`config.mk`:
```
export PLATFORM = sky130hd
export DESIGN_NAME = rrs_core
export DESIGN_NICKNAME = d
export VERILOG_FILES = /design/src/core/rrs_pkg.sv /design/src/core/rrs_core.sv
export VERILOG_INCLUDE_DIRS = /design/src /design/src/core
export SDC_FILE = /design/constraint.sdc
export NUM_CORES = 1
export LEC_CHECK = 0
export ABC_CLOCK_PERIOD_IN_PS = 8050
export BUFFER_PORTS_ARGS = -buffer_cell sky130_fd_sc_hd__buf_2
export CAP_MARGIN = 10
export CORE_ASPECT_RATIO = 2
export CORE_UTILIZATION = 65
export CTS_BUF_LIST = sky130_fd_sc_hd__clkbuf_8
export DETAILED_ROUTE_END_ITERATION = 7
export HOLD_SLACK_MARGIN = 0.12
export PLACE_DENSITY = 0.88
export SKIP_LAST_GASP = 1
export SLEW_MARGIN = 20
export SYNTH_ARGS = -nofsm -noshare
export SYNTH_HDL_FRONTEND = slang
export SYNTH_SLANG_ARGS = --single-unit
```
`constraint.sdc`:
```
create_clock -name clock -period 8.05 [get_ports clock]
set_input_delay 1.61 -clock clock [delete_from_list [all_inputs] [get_ports clock]]
set_output_delay 1.61 -clock clock [all_outputs]
set_load 0.01 [all_outputs]
```
`src/core/rrs_defs.svh`:
```
// register map, field positions, reset values, mode codes and timing figures
`ifndef RRS_DEFS_SVH
`define RRS_DEFS_SVH

// register byte offsets
`define RRS_OFF_CMD 8'h00
`define RRS_OFF_RXCFG 8'h04
`define RRS_OFF_SEQCFG 8'h08
`define RRS_OFF_OPMODE 8'h0c
`define RRS_OFF_STATUS 8'h10

// command register bits
`define RRS_CMD_NORELOCK 0
`define RRS_CMD_RELOCK 1
`define RRS_CMD_LAUNCH 2
`define RRS_CMD_STOP 3

// receiver config fields
`define RRS_RX_AUTO_LSB 0
`define RRS_RX_AUTO_MSB 1
`define RRS_RX_COLL_EN 2
`define RRS_RX_AFC_EN 3
`define RRS_RX_STEP_LSB 8
`define RRS_RX_STEP_MSB 15
`define RRS_RX_GAP_LSB 16
`define RRS_RX_GAP_MSB 23
`define RRS_RXCFG_RESET 32'h0000_0a00

// sequencer config fields
`define RRS_SQ_IDLE_PWR 0
`define RRS_SQ_START_LSB 1
`define RRS_SQ_START_MSB 2
`define RRS_SQ_LP_CHOICE 3
`define RRS_SQ_IDLE_EXIT 4
`define RRS_SQ_FROM_TX 5
`define RRS_SQ_FROM_RX_LSB 6
`define RRS_SQ_FROM_RX_MSB 8
`define RRS_SQ_FROM_TO_LSB 9
`define RRS_SQ_FROM_TO_MSB 10
`define RRS_SQ_FROM_HELD_LSB 11
`define RRS_SQ_FROM_HELD_MSB 13
`define RRS_SEQCFG_RESET 32'h0000_0000

// op mode register: mode bits and modulation family bit
`define RRS_OP_MODE_LSB 0
`define RRS_OP_MODE_MSB 2
`define RRS_OP_SPREAD 7
`define RRS_OPMODE_RESET 32'h0000_0001

// chip mode codes
`define RRS_MODE_SLEEP 3'h0
`define RRS_MODE_STBY 3'h1
`define RRS_MODE_FSTX 3'h2
`define RRS_MODE_TX 3'h3
`define RRS_MODE_FSRX 3'h4
`define RRS_MODE_RX 3'h5

// timing: clock period, gap unit, synthesizer lock, mode settling
`define RRS_CLK_PS 4000
`define RRS_GAP_UNIT_NS 1000
`define RRS_PLL_LOCK_US 100
`define RRS_SETTLE_NS 2000

`endif

```
`src/core/rrs_pkg.sv`:
```
// types shared by the restart and sequencer block
package rrs_pkg;
  typedef enum logic [6:0] {
    RRS_SEQ_OFF = 7'b0000001,
    RRS_SEQ_IDLE = 7'b0000010,
    RRS_SEQ_TX = 7'b0000100,
    RRS_SEQ_RX = 7'b0001000,
    RRS_SEQ_HELD = 7'b0010000,
    RRS_SEQ_LPSEL = 7'b0100000,
    RRS_SEQ_RXTO = 7'b1000000
  } rrs_seq_t;
endpackage

```
`src/core/rrs_core.sv`:
```
// receiver restart engine and top-level mode sequencer with apb registers
//
// The address map and register access over APB are this design's own decisions.
`timescale 1ns/1ps
// Overview of operation
// - restart command ignored unless mode settled flag is 1 at write
// - auto-rearm field 00: no automatic restart after a valid packet
// - field 01: after fifo emptied post payload, restart after programmed gap
// - field 10: like 01 plus extra synthesizer lock delay
// - in receive mode a sudden signal strength rise restarts the receiver
// - collision restart works only while collision enable bit is 1
// - collision rise threshold is programmable in 1 dB steps
// - sequencer runs only in fsk/ook, never in spread-spectrum mode
// - launch bit in sleep or standby starts sequencer, records initial mode
// - stop bit forces sequencer off from any state
// - idle holds standby or sleep and reacts only to first timer
// - held state keeps receiver on; transmit and receive states enable their paths
// - any of the three receive timeouts raises a receive-timeout event
// - low-power choice state is transitory: goes to off or idle
// - idle power select 0 gives standby, 1 gives sleep
// - first timer in idle goes to transmit when select 0, receive when 1
// - second timer in receive always goes to low-power choice
// - low-power choice 0 selects off with initial mode, 1 selects idle
`include "rrs_defs.svh"

module rrs_core
  import rrs_pkg::*;
#(
  parameter int PLL_LOCK_CYC = (`RRS_PLL_LOCK_US * 1000000 + `RRS_CLK_PS - 1) / `RRS_CLK_PS
) (
  input wire logic clock,
  input wire logic rst,
  input wire logic [7:0] paddr,
  input wire logic psel,
  input wire logic penable,
  input wire logic pwrite,
  input wire logic [31:0] pwdata,
  output logic [31:0] prdata,
  output logic pready,
  output logic pslverr,
  input wire logic payload_complete_event,
  input wire logic fifo_empty,
  input wire logic fifo_threshold_irq,
  input wire logic packet_sent_irq,
  input wire logic crc_ok_irq,
  input wire logic rssi_irq,
  input wire logic sync_irq,
  input wire logic preamble_irq,
  input wire logic level_timeout,
  input wire logic preamble_timeout,
  input wire logic syncword_timeout,
  input wire logic first_interval_timer,
  input wire logic second_interval_timer,
  input wire logic [7:0] rssi_level,
  output logic [2:0] chip_mode,
  output logic rx_restart_pulse,
  output logic rx_relock_pulse,
  output logic mode_settled_flag,
  output logic [6:0] seq_state
);

  localparam int GAP_UNIT_CYC = (`RRS_GAP_UNIT_NS * 1000) / `RRS_CLK_PS;
  localparam int SETTLE_CYC = (`RRS_SETTLE_NS * 1000 + `RRS_CLK_PS - 1) / `RRS_CLK_PS;

  logic [31:0] rxcfg_reg;
  logic [31:0] seqcfg_reg;
  logic [31:0] opmode_reg;
  logic [3:0] cmd_reg;
  logic [11:0] settle_reg;
  logic [31:0] gap_cnt_reg;
  logic gap_run_reg;
  logic gap_relock_reg;
  logic armed_reg;
  logic [7:0] rssi_prev_reg;
  logic [2:0] init_mode_reg;
  logic start_wait_reg;
  logic seq_restart_reg;
  logic seq_relock_reg;
  rrs_seq_t seq_reg;
  rrs_seq_t seq_next;
  logic seq_restore;
  logic [2:0] seq_mode;

  // bus access qualifiers
  logic wr_en;
  logic rd_en;
  logic in_rx;
  logic rx_timeout;
  logic spread_mode;
  logic collision;
  logic [8:0] rssi_rise;
  logic [1:0] auto_sel;
  logic [2:0] from_rx;
  logic [1:0] from_to;
  logic [2:0] from_held;

  assign wr_en = psel & penable & pwrite & pready;
  assign rd_en = psel & penable & ~pwrite & ~pready;
  assign in_rx = (chip_mode == `RRS_MODE_RX);
  assign rx_timeout = level_timeout | preamble_timeout | syncword_timeout;
  assign spread_mode = opmode_reg[`RRS_OP_SPREAD];
  assign auto_sel = rxcfg_reg[`RRS_RX_AUTO_MSB:`RRS_RX_AUTO_LSB];
  assign from_rx = seqcfg_reg[`RRS_SQ_FROM_RX_MSB:`RRS_SQ_FROM_RX_LSB];
  assign from_to = seqcfg_reg[`RRS_SQ_FROM_TO_MSB:`RRS_SQ_FROM_TO_LSB];
  assign from_held = seqcfg_reg[`RRS_SQ_FROM_HELD_MSB:`RRS_SQ_FROM_HELD_LSB];

  // collision: rise over last sample beyond the 1 dB step threshold
  assign rssi_rise = {1'b0, rssi_level} - {1'b0, rssi_prev_reg};
  assign collision = in_rx & rxcfg_reg[`RRS_RX_COLL_EN] & ~rssi_rise[8]
    & (rssi_rise[7:0] > rxcfg_reg[`RRS_RX_STEP_MSB:`RRS_RX_STEP_LSB]);

  // apb handshake: one wait state, unmapped offsets answer with an error
  always_ff @(posedge clock) begin
    if (rst) begin
      pready <= 1'b0;
      pslverr <= 1'b0;
    end else begin
      pready <= psel & penable & ~pready;
      pslverr <= psel & penable & ~pready & (paddr > `RRS_OFF_STATUS | paddr[1:0] != 2'h0);
    end
  end

  // read data mux
  always_ff @(posedge clock) begin
    if (rst) begin
      prdata <= 32'h0;
    end else if (rd_en) begin
      case (paddr)
        `RRS_OFF_CMD: prdata <= {28'h0, cmd_reg};
        `RRS_OFF_RXCFG: prdata <= rxcfg_reg;
        `RRS_OFF_SEQCFG: prdata <= seqcfg_reg;
        `RRS_OFF_OPMODE: prdata <= opmode_reg;
        `RRS_OFF_STATUS: prdata <= {18'h0, seq_reg, gap_run_reg, armed_reg,
                                    mode_settled_flag, chip_mode, 1'b0};
        default: prdata <= 32'h0;
      endcase
    end
  end

  // configuration registers
  always_ff @(posedge clock) begin
    if (rst) begin
      rxcfg_reg <= `RRS_RXCFG_RESET;
      seqcfg_reg <= `RRS_SEQCFG_RESET;
    end else if (wr_en) begin
      if (paddr == `RRS_OFF_RXCFG) rxcfg_reg <= {8'h0, pwdata[23:0]};
      if (paddr == `RRS_OFF_SEQCFG) seqcfg_reg <= {18'h0, pwdata[13:0]};
    end
  end

  // op mode: host writes; sequencer restore of the initial mode wins
  always_ff @(posedge clock) begin
    if (rst) begin
      opmode_reg <= `RRS_OPMODE_RESET;
    end else if (seq_restore) begin
      opmode_reg[`RRS_OP_MODE_MSB:`RRS_OP_MODE_LSB] <= init_mode_reg;
    end else if (wr_en && paddr == `RRS_OFF_OPMODE) begin
      opmode_reg <= {24'h0, pwdata[7], 4'h0, pwdata[2:0]};
    end
  end

  // one-shot commands: taken only when acceptable, cleared once consumed
  always_ff @(posedge clock) begin
    if (rst) begin
      cmd_reg <= 4'h0;
    end else if (wr_en && paddr == `RRS_OFF_CMD) begin
      cmd_reg[`RRS_CMD_NORELOCK] <= pwdata[`RRS_CMD_NORELOCK] & mode_settled_flag
        & in_rx;
      cmd_reg[`RRS_CMD_RELOCK] <= pwdata[`RRS_CMD_RELOCK] & mode_settled_flag & in_rx;
      cmd_reg[`RRS_CMD_LAUNCH] <= pwdata[`RRS_CMD_LAUNCH];
      cmd_reg[`RRS_CMD_STOP] <= pwdata[`RRS_CMD_STOP];
    end else begin
      cmd_reg <= 4'h0;
    end
  end

  // mode settling: flag drops on any mode change or restart
  always_ff @(posedge clock) begin
    if (rst) begin
      settle_reg <= 12'h0;
      mode_settled_flag <= 1'b0;
    end else if (seq_mode != chip_mode || rx_restart_pulse || rx_relock_pulse) begin
      settle_reg <= 12'h0;
      mode_settled_flag <= 1'b0;
    end else if (settle_reg == 12'(SETTLE_CYC)) begin
      mode_settled_flag <= 1'b1;
    end else begin
      settle_reg <= settle_reg + 12'h1;
    end
  end

  // chip mode follows the sequencer or the host setting
  always_ff @(posedge clock) begin
    if (rst) begin
      chip_mode <= `RRS_MODE_STBY;
    end else begin
      chip_mode <= seq_mode;
    end
  end

  // signal strength history for the collision detector
  always_ff @(posedge clock) begin
    if (rst) begin
      rssi_prev_reg <= 8'h0;
    end else begin
      rssi_prev_reg <= rssi_level;
    end
  end

  // auto rearm: arm on payload, start gap timer once fifo drains
  always_ff @(posedge clock) begin
    if (rst) begin
      armed_reg <= 1'b0;
      gap_run_reg <= 1'b0;
      gap_relock_reg <= 1'b0;
      gap_cnt_reg <= 32'h0;
    end else if (!in_rx || auto_sel == 2'h0 || auto_sel == 2'h3) begin
      armed_reg <= 1'b0;
      gap_run_reg <= 1'b0;
    end else if (armed_reg && fifo_empty) begin
      armed_reg <= 1'b0;
      gap_run_reg <= 1'b1;
      gap_relock_reg <= (auto_sel == 2'h2);
      gap_cnt_reg <= 32'(rxcfg_reg[`RRS_RX_GAP_MSB:`RRS_RX_GAP_LSB]) * 32'(GAP_UNIT_CYC)
        + ((auto_sel == 2'h2) ? 32'(PLL_LOCK_CYC) : 32'h0);
    end else if (gap_run_reg) begin
      if (gap_cnt_reg == 32'h0 || collision) gap_run_reg <= 1'b0;
      else gap_cnt_reg <= gap_cnt_reg - 32'h1;
    end else if (payload_complete_event) begin
      armed_reg <= 1'b1;
    end
  end

  // restart pulses to the receive chain
  always_ff @(posedge clock) begin
    if (rst) begin
      rx_restart_pulse <= 1'b0;
      rx_relock_pulse <= 1'b0;
    end else begin
      rx_restart_pulse <= cmd_reg[`RRS_CMD_NORELOCK] | collision
        | (gap_run_reg & gap_cnt_reg == 32'h0 & ~gap_relock_reg)
        | (seq_restart_reg & ~seq_relock_reg);
      rx_relock_pulse <= cmd_reg[`RRS_CMD_RELOCK]
        | (gap_run_reg & gap_cnt_reg == 32'h0 & gap_relock_reg)
        | (seq_restart_reg & seq_relock_reg);
    end
  end

  // sequencer next state
  always_comb begin
    seq_next = seq_reg;
    seq_restore = 1'b0;
    case (seq_reg)
      RRS_SEQ_OFF: begin
        if (cmd_reg[`RRS_CMD_LAUNCH] || start_wait_reg) begin
          case (seqcfg_reg[`RRS_SQ_START_MSB:`RRS_SQ_START_LSB])
            2'h0: seq_next = RRS_SEQ_LPSEL;
            2'h1: seq_next = RRS_SEQ_RX;
            2'h2: seq_next = RRS_SEQ_TX;
            default: seq_next = fifo_threshold_irq ? RRS_SEQ_TX : RRS_SEQ_OFF;
          endcase
        end
      end
      RRS_SEQ_IDLE: begin
        if (first_interval_timer) begin
          seq_next = seqcfg_reg[`RRS_SQ_IDLE_EXIT] ? RRS_SEQ_RX : RRS_SEQ_TX;
        end
      end
      RRS_SEQ_TX: begin
        if (packet_sent_irq) begin
          seq_next = seqcfg_reg[`RRS_SQ_FROM_TX] ? RRS_SEQ_RX : RRS_SEQ_LPSEL;
        end
      end
      RRS_SEQ_RX: begin
        if (second_interval_timer) seq_next = RRS_SEQ_LPSEL;
        else if (rx_timeout) seq_next = RRS_SEQ_RXTO;
        else begin
          case (from_rx)
            3'h1: if (payload_complete_event) seq_next = RRS_SEQ_HELD;
            3'h2: if (payload_complete_event) seq_next = RRS_SEQ_LPSEL;
            3'h3: begin
              if (crc_ok_irq) seq_next = RRS_SEQ_HELD;
              else if (payload_complete_event) seq_next = RRS_SEQ_RXTO;
            end
            3'h4: if (rssi_irq) seq_next = RRS_SEQ_OFF;
            3'h5: if (sync_irq) seq_next = RRS_SEQ_OFF;
            3'h6: if (preamble_irq) seq_next = RRS_SEQ_OFF;
            default: seq_next = RRS_SEQ_RX;
          endcase
        end
      end
      RRS_SEQ_RXTO: begin
        case (from_to)
          2'h0: seq_next = RRS_SEQ_RX;
          2'h1: seq_next = RRS_SEQ_TX;
          2'h2: seq_next = RRS_SEQ_LPSEL;
          default: seq_next = RRS_SEQ_OFF;
        endcase
      end
      RRS_SEQ_HELD: begin
        case (from_held)
          3'h0: seq_next = RRS_SEQ_OFF;
          3'h1: if (fifo_empty) seq_next = RRS_SEQ_TX;
          3'h2: seq_next = RRS_SEQ_LPSEL;
          3'h3: seq_next = RRS_SEQ_RX;
          3'h4: seq_next = RRS_SEQ_RX;
          default: seq_next = RRS_SEQ_HELD;
        endcase
      end
      RRS_SEQ_LPSEL: begin
        seq_next = seqcfg_reg[`RRS_SQ_LP_CHOICE] ? RRS_SEQ_IDLE : RRS_SEQ_OFF;
        seq_restore = ~seqcfg_reg[`RRS_SQ_LP_CHOICE];
      end
      default: seq_next = RRS_SEQ_OFF;
    endcase
    if (cmd_reg[`RRS_CMD_STOP] || spread_mode) begin
      seq_next = RRS_SEQ_OFF;
      seq_restore = 1'b0;
    end
  end

  // chip mode demanded by the sequencer state
  always_comb begin
    case (seq_reg)
      RRS_SEQ_IDLE: seq_mode = seqcfg_reg[`RRS_SQ_IDLE_PWR] ? `RRS_MODE_SLEEP
                                                          : `RRS_MODE_STBY;
      RRS_SEQ_TX: seq_mode = `RRS_MODE_TX;
      RRS_SEQ_RX: seq_mode = `RRS_MODE_RX;
      RRS_SEQ_HELD: seq_mode = `RRS_MODE_RX;
      RRS_SEQ_RXTO: seq_mode = `RRS_MODE_RX;
      RRS_SEQ_LPSEL: seq_mode = chip_mode;
      default: seq_mode = opmode_reg[`RRS_OP_MODE_MSB:`RRS_OP_MODE_LSB];
    endcase
  end

  // sequencer state, launch latch and initial mode capture
  always_ff @(posedge clock) begin
    if (rst) begin
      seq_reg <= RRS_SEQ_OFF;
      init_mode_reg <= `RRS_MODE_STBY;
      start_wait_reg <= 1'b0;
    end else begin
      seq_reg <= seq_next;
      if (seq_reg == RRS_SEQ_OFF && cmd_reg[`RRS_CMD_LAUNCH] && !spread_mode
          && !cmd_reg[`RRS_CMD_STOP]
          && (chip_mode == `RRS_MODE_SLEEP || chip_mode == `RRS_MODE_STBY)) begin
        init_mode_reg <= chip_mode;
        start_wait_reg <= (seqcfg_reg[`RRS_SQ_START_MSB:`RRS_SQ_START_LSB] == 2'h3);
      end else if (seq_next != RRS_SEQ_OFF || cmd_reg[`RRS_CMD_STOP] || spread_mode) begin
        start_wait_reg <= 1'b0;
      end
    end
  end

  // restart requests raised by sequencer moves back into receive
  always_ff @(posedge clock) begin
    if (rst) begin
      seq_restart_reg <= 1'b0;
      seq_relock_reg <= 1'b0;
    end else begin
      seq_restart_reg <= (seq_reg == RRS_SEQ_RXTO || seq_reg == RRS_SEQ_HELD)
        && seq_next == RRS_SEQ_RX;
      seq_relock_reg <= (seq_reg == RRS_SEQ_HELD && from_held == 3'h3)
        || rxcfg_reg[`RRS_RX_AFC_EN];
    end
  end

  // state shown on the pins
  always_ff @(posedge clock) begin
    if (rst) begin
      seq_state <= 7'h01;
    end else begin
      seq_state <= seq_next;
    end
  end

endmodule

```
# After elaboration in Yosys (flattened, before gate mapping)
# Index checks and enable logic that the tools add are counted.
[totals] wordCells=188 n_memories=0 mem_bits_ro=0 ramBits=0 latchBits=0 ff_bits=154 output_inout_bits=47
[op_classes] n_div=0 multipliers=1 addsub=4 n_shift=0 n_eq_ne=35 mux=39 bitwise=37 n_lt_le_gt_ge=2 reduce_logical=47
[op_table] operator="$pmux W24 S5" count=1
[op_table] operator="$mux W7" count=14
[op_table] operator="$mux W32" count=3
[op_table] operator="$pmux W7 S7" count=1
[op_table] operator="$pmux W7 S6" count=1
[op_table] operator="$pmux W6 S3" count=2
[op_table] operator="$logic_not A32 Y1" count=1
[op_table] operator="$sub A32 B1 Y32 const B" count=1
[op_table] operator="$pmux W7 S4" count=1
[op_table] operator="$and A1 B1 Y1" count=19
[op_table] operator="$add A16 B15 Y17" count=1
[op_table] operator="$eq A8 B4 Y1 const B" count=2
[op_table] operator="$eq A3 B3 Y1 const B" count=5
[op_table] operator="$mul A8 B7 Y15 const B" count=1
[op_table] operator="$mux W15" count=1
[op_table] operator="$eq A7 B4 Y1 const B" count=2
[op_table] operator="$add A12 B1 Y12 const B" count=1
[op_table] operator="$eq A12 B9 Y1 const B" count=1
[op_table] operator="$eq A3 B2 Y1 const B" count=4
[op_table] operator="$logic_or A1 B1 Y1" count=12
[op_table] operator="$pmux W3 S4" count=1
[op_table] operator="$eq A2 B2 Y1 const B" count=5
[op_table] operator="$not A1 Y1" count=10
[op_table] operator="$reduce_and A2 Y1" count=5
[op_table] operator="31 further kinds" count=70

# Longest topological paths before layout
[depth] depth_word=12 ltp_mapped=21

# Least setup slack after synthesis
# OpenSTA, ideal clock, no wires.
[synth_timing] kind="register to register" start="register rxcfg_reg[17]" end="register gap_cnt_reg[15]" period_less_slack_ns=4.819 t_arrival_ns=4.724 slack_ns=3.231 setup_time_ns=0.095 path_stages_with_launch=20 cell_sequence="dfxtp_1 -> fa_1 -> inv_1 -> fa_1 -> fa_1 -> fa_1 -> inv_1 -> ha_1 -> clkbuf_1 -> o2111ai_1 -> a32oi_1 -> a21o_1 -> a21oi_1 -> xnor2_1 -> ha_1 -> nand2_1 -> nor2_1 -> a221oi_1 -> xor2_1 -> o311ai_1"
[synth_via] elab_chain_len=3
[synth_rtl] item="start, declared" line="rrs_core.sv:65" rtl="logic [31:0] rxcfg_reg;"
[synth_rtl] item="start signal, assigned" line="rrs_core.sv:143" rtl="rxcfg_reg <= `RRS_RXCFG_RESET;"
[synth_rtl] item="start signal, assigned" line="rrs_core.sv:146" rtl="if (paddr == `RRS_OFF_RXCFG) rxcfg_reg <= {8'h0, pwdata[23:0]};"
[synth_rtl] item="$mul A8 B7 Y15" line="rrs_core.sv:224" rtl="gap_cnt_reg <= 32'(rxcfg_reg[`RRS_RX_GAP_MSB:`RRS_RX_GAP_LSB]) * 32'(GAP_UNIT_CYC)"
[synth_rtl] item="$add A16 B15 Y17" line="rrs_core.sv:224"
[synth_rtl] item="$mux W32" line="rrs_core.sv:220" rtl="end else if (armed_reg && fifo_empty) begin"
[synth_rtl] item="end signal, assigned" line="rrs_core.sv:224"
[synth_rtl] item="end signal, assigned" line="rrs_core.sv:228" rtl="else gap_cnt_reg <= gap_cnt_reg - 32'h1;"
[synth_rtl] item="end, declared" line="rrs_core.sv:70" rtl="logic [31:0] gap_cnt_reg;"
# Every way passes these cells.
# A chain may end at the register's enable or synchronous reset.

# Worst setup path after layout
[layout_timing] start="input port rssi_level[1]" end="register gap_cnt_reg[15]"
[layout_via] elab_chain_len=7
[layout_rtl] item="start, declared" line="rrs_core.sv:54" rtl="input wire logic [7:0] rssi_level,"
[layout_rtl] item="$sub A8 B8 Y9 (*)" line="rrs_core.sv:108" rtl="assign rssi_rise = {1'b0, rssi_level} - {1'b0, rssi_prev_reg};"
[layout_rtl] item="parallel branches: the longest is 2 deep, another holds $gt A8 B8 Y1"
[layout_rtl] item="$and A1 B1 Y1 (*)" line="rrs_core.sv:109" rtl="assign collision = in_rx & rxcfg_reg[`RRS_RX_COLL_EN] & ~rssi_rise[8]"
[layout_rtl] item="$logic_or A1 B1 Y1 (*)" line="rrs_core.sv:227" rtl="if (gap_cnt_reg == 32'h0 || collision) gap_run_reg <= 1'b0;"
[layout_rtl] item="$ne A2 B2 Y1 (no source line) (*)"
[layout_rtl] item="$reduce_and A3 Y1 (no source line) (*)"
# Mark *: on every way between the ends.

==> flow_summary.yaml <==
sta:
  drv_slew: 0
  worstMarginPinSlew_ps: 1070
  period_minus_slack_ps: 5560
  setup_violations: 0
  fin_skew_ps: 16.3
  fmax_mhz: 180
  finalCritPeriodShare_pct: 69.0
  rsz0062_at_grt: "false"
  hold_viol: 0
  setup_tns_ps: 0
  slew_headroom_pct: 28.6
synthesis:
  synth_common_cells: "dfxtp_1, nor2_1, nand2_1, a21oi_1, inv_1"
  synth_top_area_share_pct: 32.2
  synth-simple-area-share_pct: 22.9
  synth_top_family_by_area: "simple AND/OR/NAND/NOR gates"
  syn_inst: 1114
  async_flop_share_pct: 0
  synth_cell_types: 75
  yosysWarningCount: 0
  yosysSeqAreaShare_pct: 32.2
  synth-xor-area-share_pct: 5.49
  synth-edff-count: 0
  synth_compound_area_share_pct: 16.5
  synthAdderAreaFrac_pct: 13.7
  syn_area_um2: 9090
  synth.avg_cell_area_um2: 8.16
  synth.area.mux_share_pct: 2.70
  synthTopCellsByArea: "dfxtp_1, ha_1, nor2_1"
  ys_ff_latch: 146
  ys.flop_type: "dfxtp_1"
  synth_most_common_cell: "dfxtp_1"
  yosysTopAreaCell: "dfxtp_1"
route:
  drt-total-wl_mm: 24.4
  post_drt_wl_per_cell_um: 18.2
  drt_iter0_markers: 613
  drc: 0
  num_vias: 8491
  ant_nets: 0
  vias_per_cell: 6.32
  firstDrtPassIters: 5
die:
  ios: 113
  rows: 60
  start_util_pct: 67.2
  dieWidth_um: 85.6
  die_area_um2: 14500
  core_area_um2: 13500
  die_y_um: 169
worst_hold_path:
  holdPathStages: 2
  hold_path_class: "flip-flop to flip-flop"
setup_path:
  cp.depth: 19
  path_class: "primary input to flip-flop"
  crit_fanout: 25
  crit_chain: "buf_2, ha_1, a21oi_1, o21ai_0, a21o_1, a21oi_1, o21bai_1, a21oi_1, xnor2_1, ha_1, nand3_1, nor2_1, a211o_1, a211oi_1, o31ai_4, buf_4, nand2b_1, or4_1, o311ai_1"
  crit_required_ps: 8370
  slowest_delay_ps: 830
  cp_common_cell: "a21oi_1"
  cp-end-kind: "flip-flop"
  crit_slowest_cell: "a211oi_1"
  crit_arrival_ps: 5880
  startpoint_type: "primary input"
  critPathBufInv: 2
  reg2reg_depth: 19
  critPathTopFamily: "compound AO/OA/AOI/OAI gates"
placement:
  place_congestion: 0.982
  portBuffers: 96
  dp_hpwl_mm: 18.1
power:
  p_int_mw: 1.04
  p_sw_share_pct: 25.5
  p_seq_share_pct: 52.5
  power.switching_uw: 355
  power_frac_clock_pct: 40.8
  power_mw: 1.39
  combPwrFrac_pct: 6.8
  power_density_nw_per_um2: 140
  leakage_nw: 4.27
  max-vdd-ir-drop_mv: 0.162
cells_and_area:
  largest_reg_flops: 32
  final_nets: 1327
  regArea_um2: 2920
  area_growth_pct: 9.10
  num_antenna_cells: 0
  drive_above_1_share_pct: 12.5
  multi_input_area_um2: 5610
  fill_cells: 1038
cts:
  cts_tree: "built"
  post-cts-setup-buffers: 0
  clockBufferDepth: 2
  cts_made_buffers: 17
  cts_repair_resize_count: 0
  holdBufCountCts: 0
  clk_transition_reported_paths_ps: 90
  clock_latency_ps: 450
  htree_levels: 4
  cts_root_buffer: "clkbuf_8"
  cts.sinks: 146
global_routing:
  grtUsageTotal_pct: 35.1
  grt_max_degree: 72
  grt_pass1_wl_mm: 39.8
  grt_pass1_vias: 8419
  globalRouteOverflowTotal: 0
  antenna_found_initial: 0
flow_run:
  drv_cap: 0
outcome:
  status: "complete, no violations"
power groups by stage:
stage	Sequential, mW	Combinational [mW]	Clock (mW)
after floorplan	0.745	0.0599	0
after global placement	0.746	0.0875	0
after detailed placement	0.746	0.0919	0
after CTS	0.729	0.0929	0.565
after global routing	0.729	0.104	0.600
final	0.729	0.0942	0.566
path summary, 6_finish.rpt:
kind                                start                            to  slack, ps
max                         rssi_level[1]  gap_cnt_reg[15]$_SDFFE_PP0P_       2490
min          gap_cnt_reg[11]$_SDFFE_PP0P_  gap_cnt_reg[11]$_SDFFE_PP0P_        450
max reg2reg    rxcfg_reg[16]$_SDFFE_PP0P_  gap_cnt_reg[15]$_SDFFE_PP0P_       2670
min reg2reg  gap_cnt_reg[11]$_SDFFE_PP0P_  gap_cnt_reg[11]$_SDFFE_PP0P_        450
logic make-up (layout without fill, tap and decap cells):
family                   count (synthesis)  count (layout)
buffers and inverters                  142             209
other                                    1               8
multiplexers                            23              23
XOR/XNOR                                57              57
adder cells (fa/ha/maj)                 86              86
AO/OA/AOI/OAI                          228             228
flip-flops                             146             146
AND/OR/NAND/NOR                        431             431
tightest hold or removal path, delay by kind of cell, from the launching register on:
family             cells  cell delay [ps]
DFF                    1              310
and+or+nand+nor        1               50
AOI/OAI and AO/OA      1               50
final cells by class:
cell class	count	area share (%)
well taps	155	1.96
inverters	77	2.92
clock buffers	17	2.36
clock inverters	15	1.48
repair buffers	100	5.17
flip-flops and latches	146	29.5
multi-input cells	833	56.6
metal layers:
metal	GRT usage [%]	vias to the layer above	part of all wire, %
met4	26.9	0	8.3
li1	-	4002	-
met3	6.52	133	5.4
met5	0	-	0
met1	34.1	3976	34
met2	64.0	380	52
placed cells by master, fill, tap and decap left out, types with 10 or more instances in the layout:
cell and n:
fa_1 22, a21oi_1 81, mux2i_1 20, or3_1 14
nand2_1 121, nor4_1 12, xor2_1 39, clkbuf_8 17
dfxtp_1 146, nand4_1 11, nor3_1 26, inv_1 80
ha_1 64, a222oi_1 12, xnor2_1 18, a2bb2oi_1 10
a211oi_1 10, nand3_1 39, buf_2 95, nor2_1 129
nor2b_1 16, o21ai_0 32
metrics by stage:
stage          cells  worst slack, ps  instance area, µm²  hold WS (ps)  utilization (%)
2_1_floorplan   1121             3230                9110           426                -
3_3_place_gp    1311             2240                9530           437             70.5
3_5_place_dp    1311             2040                9530           445             70.5
4_1_cts         1343             2550                9910           455             73.4
5_1_grt         1343             2340                9910           476             73.4
6_report        1343             2490                9910           451             73.4
Power figures use the tool's default switching activity.
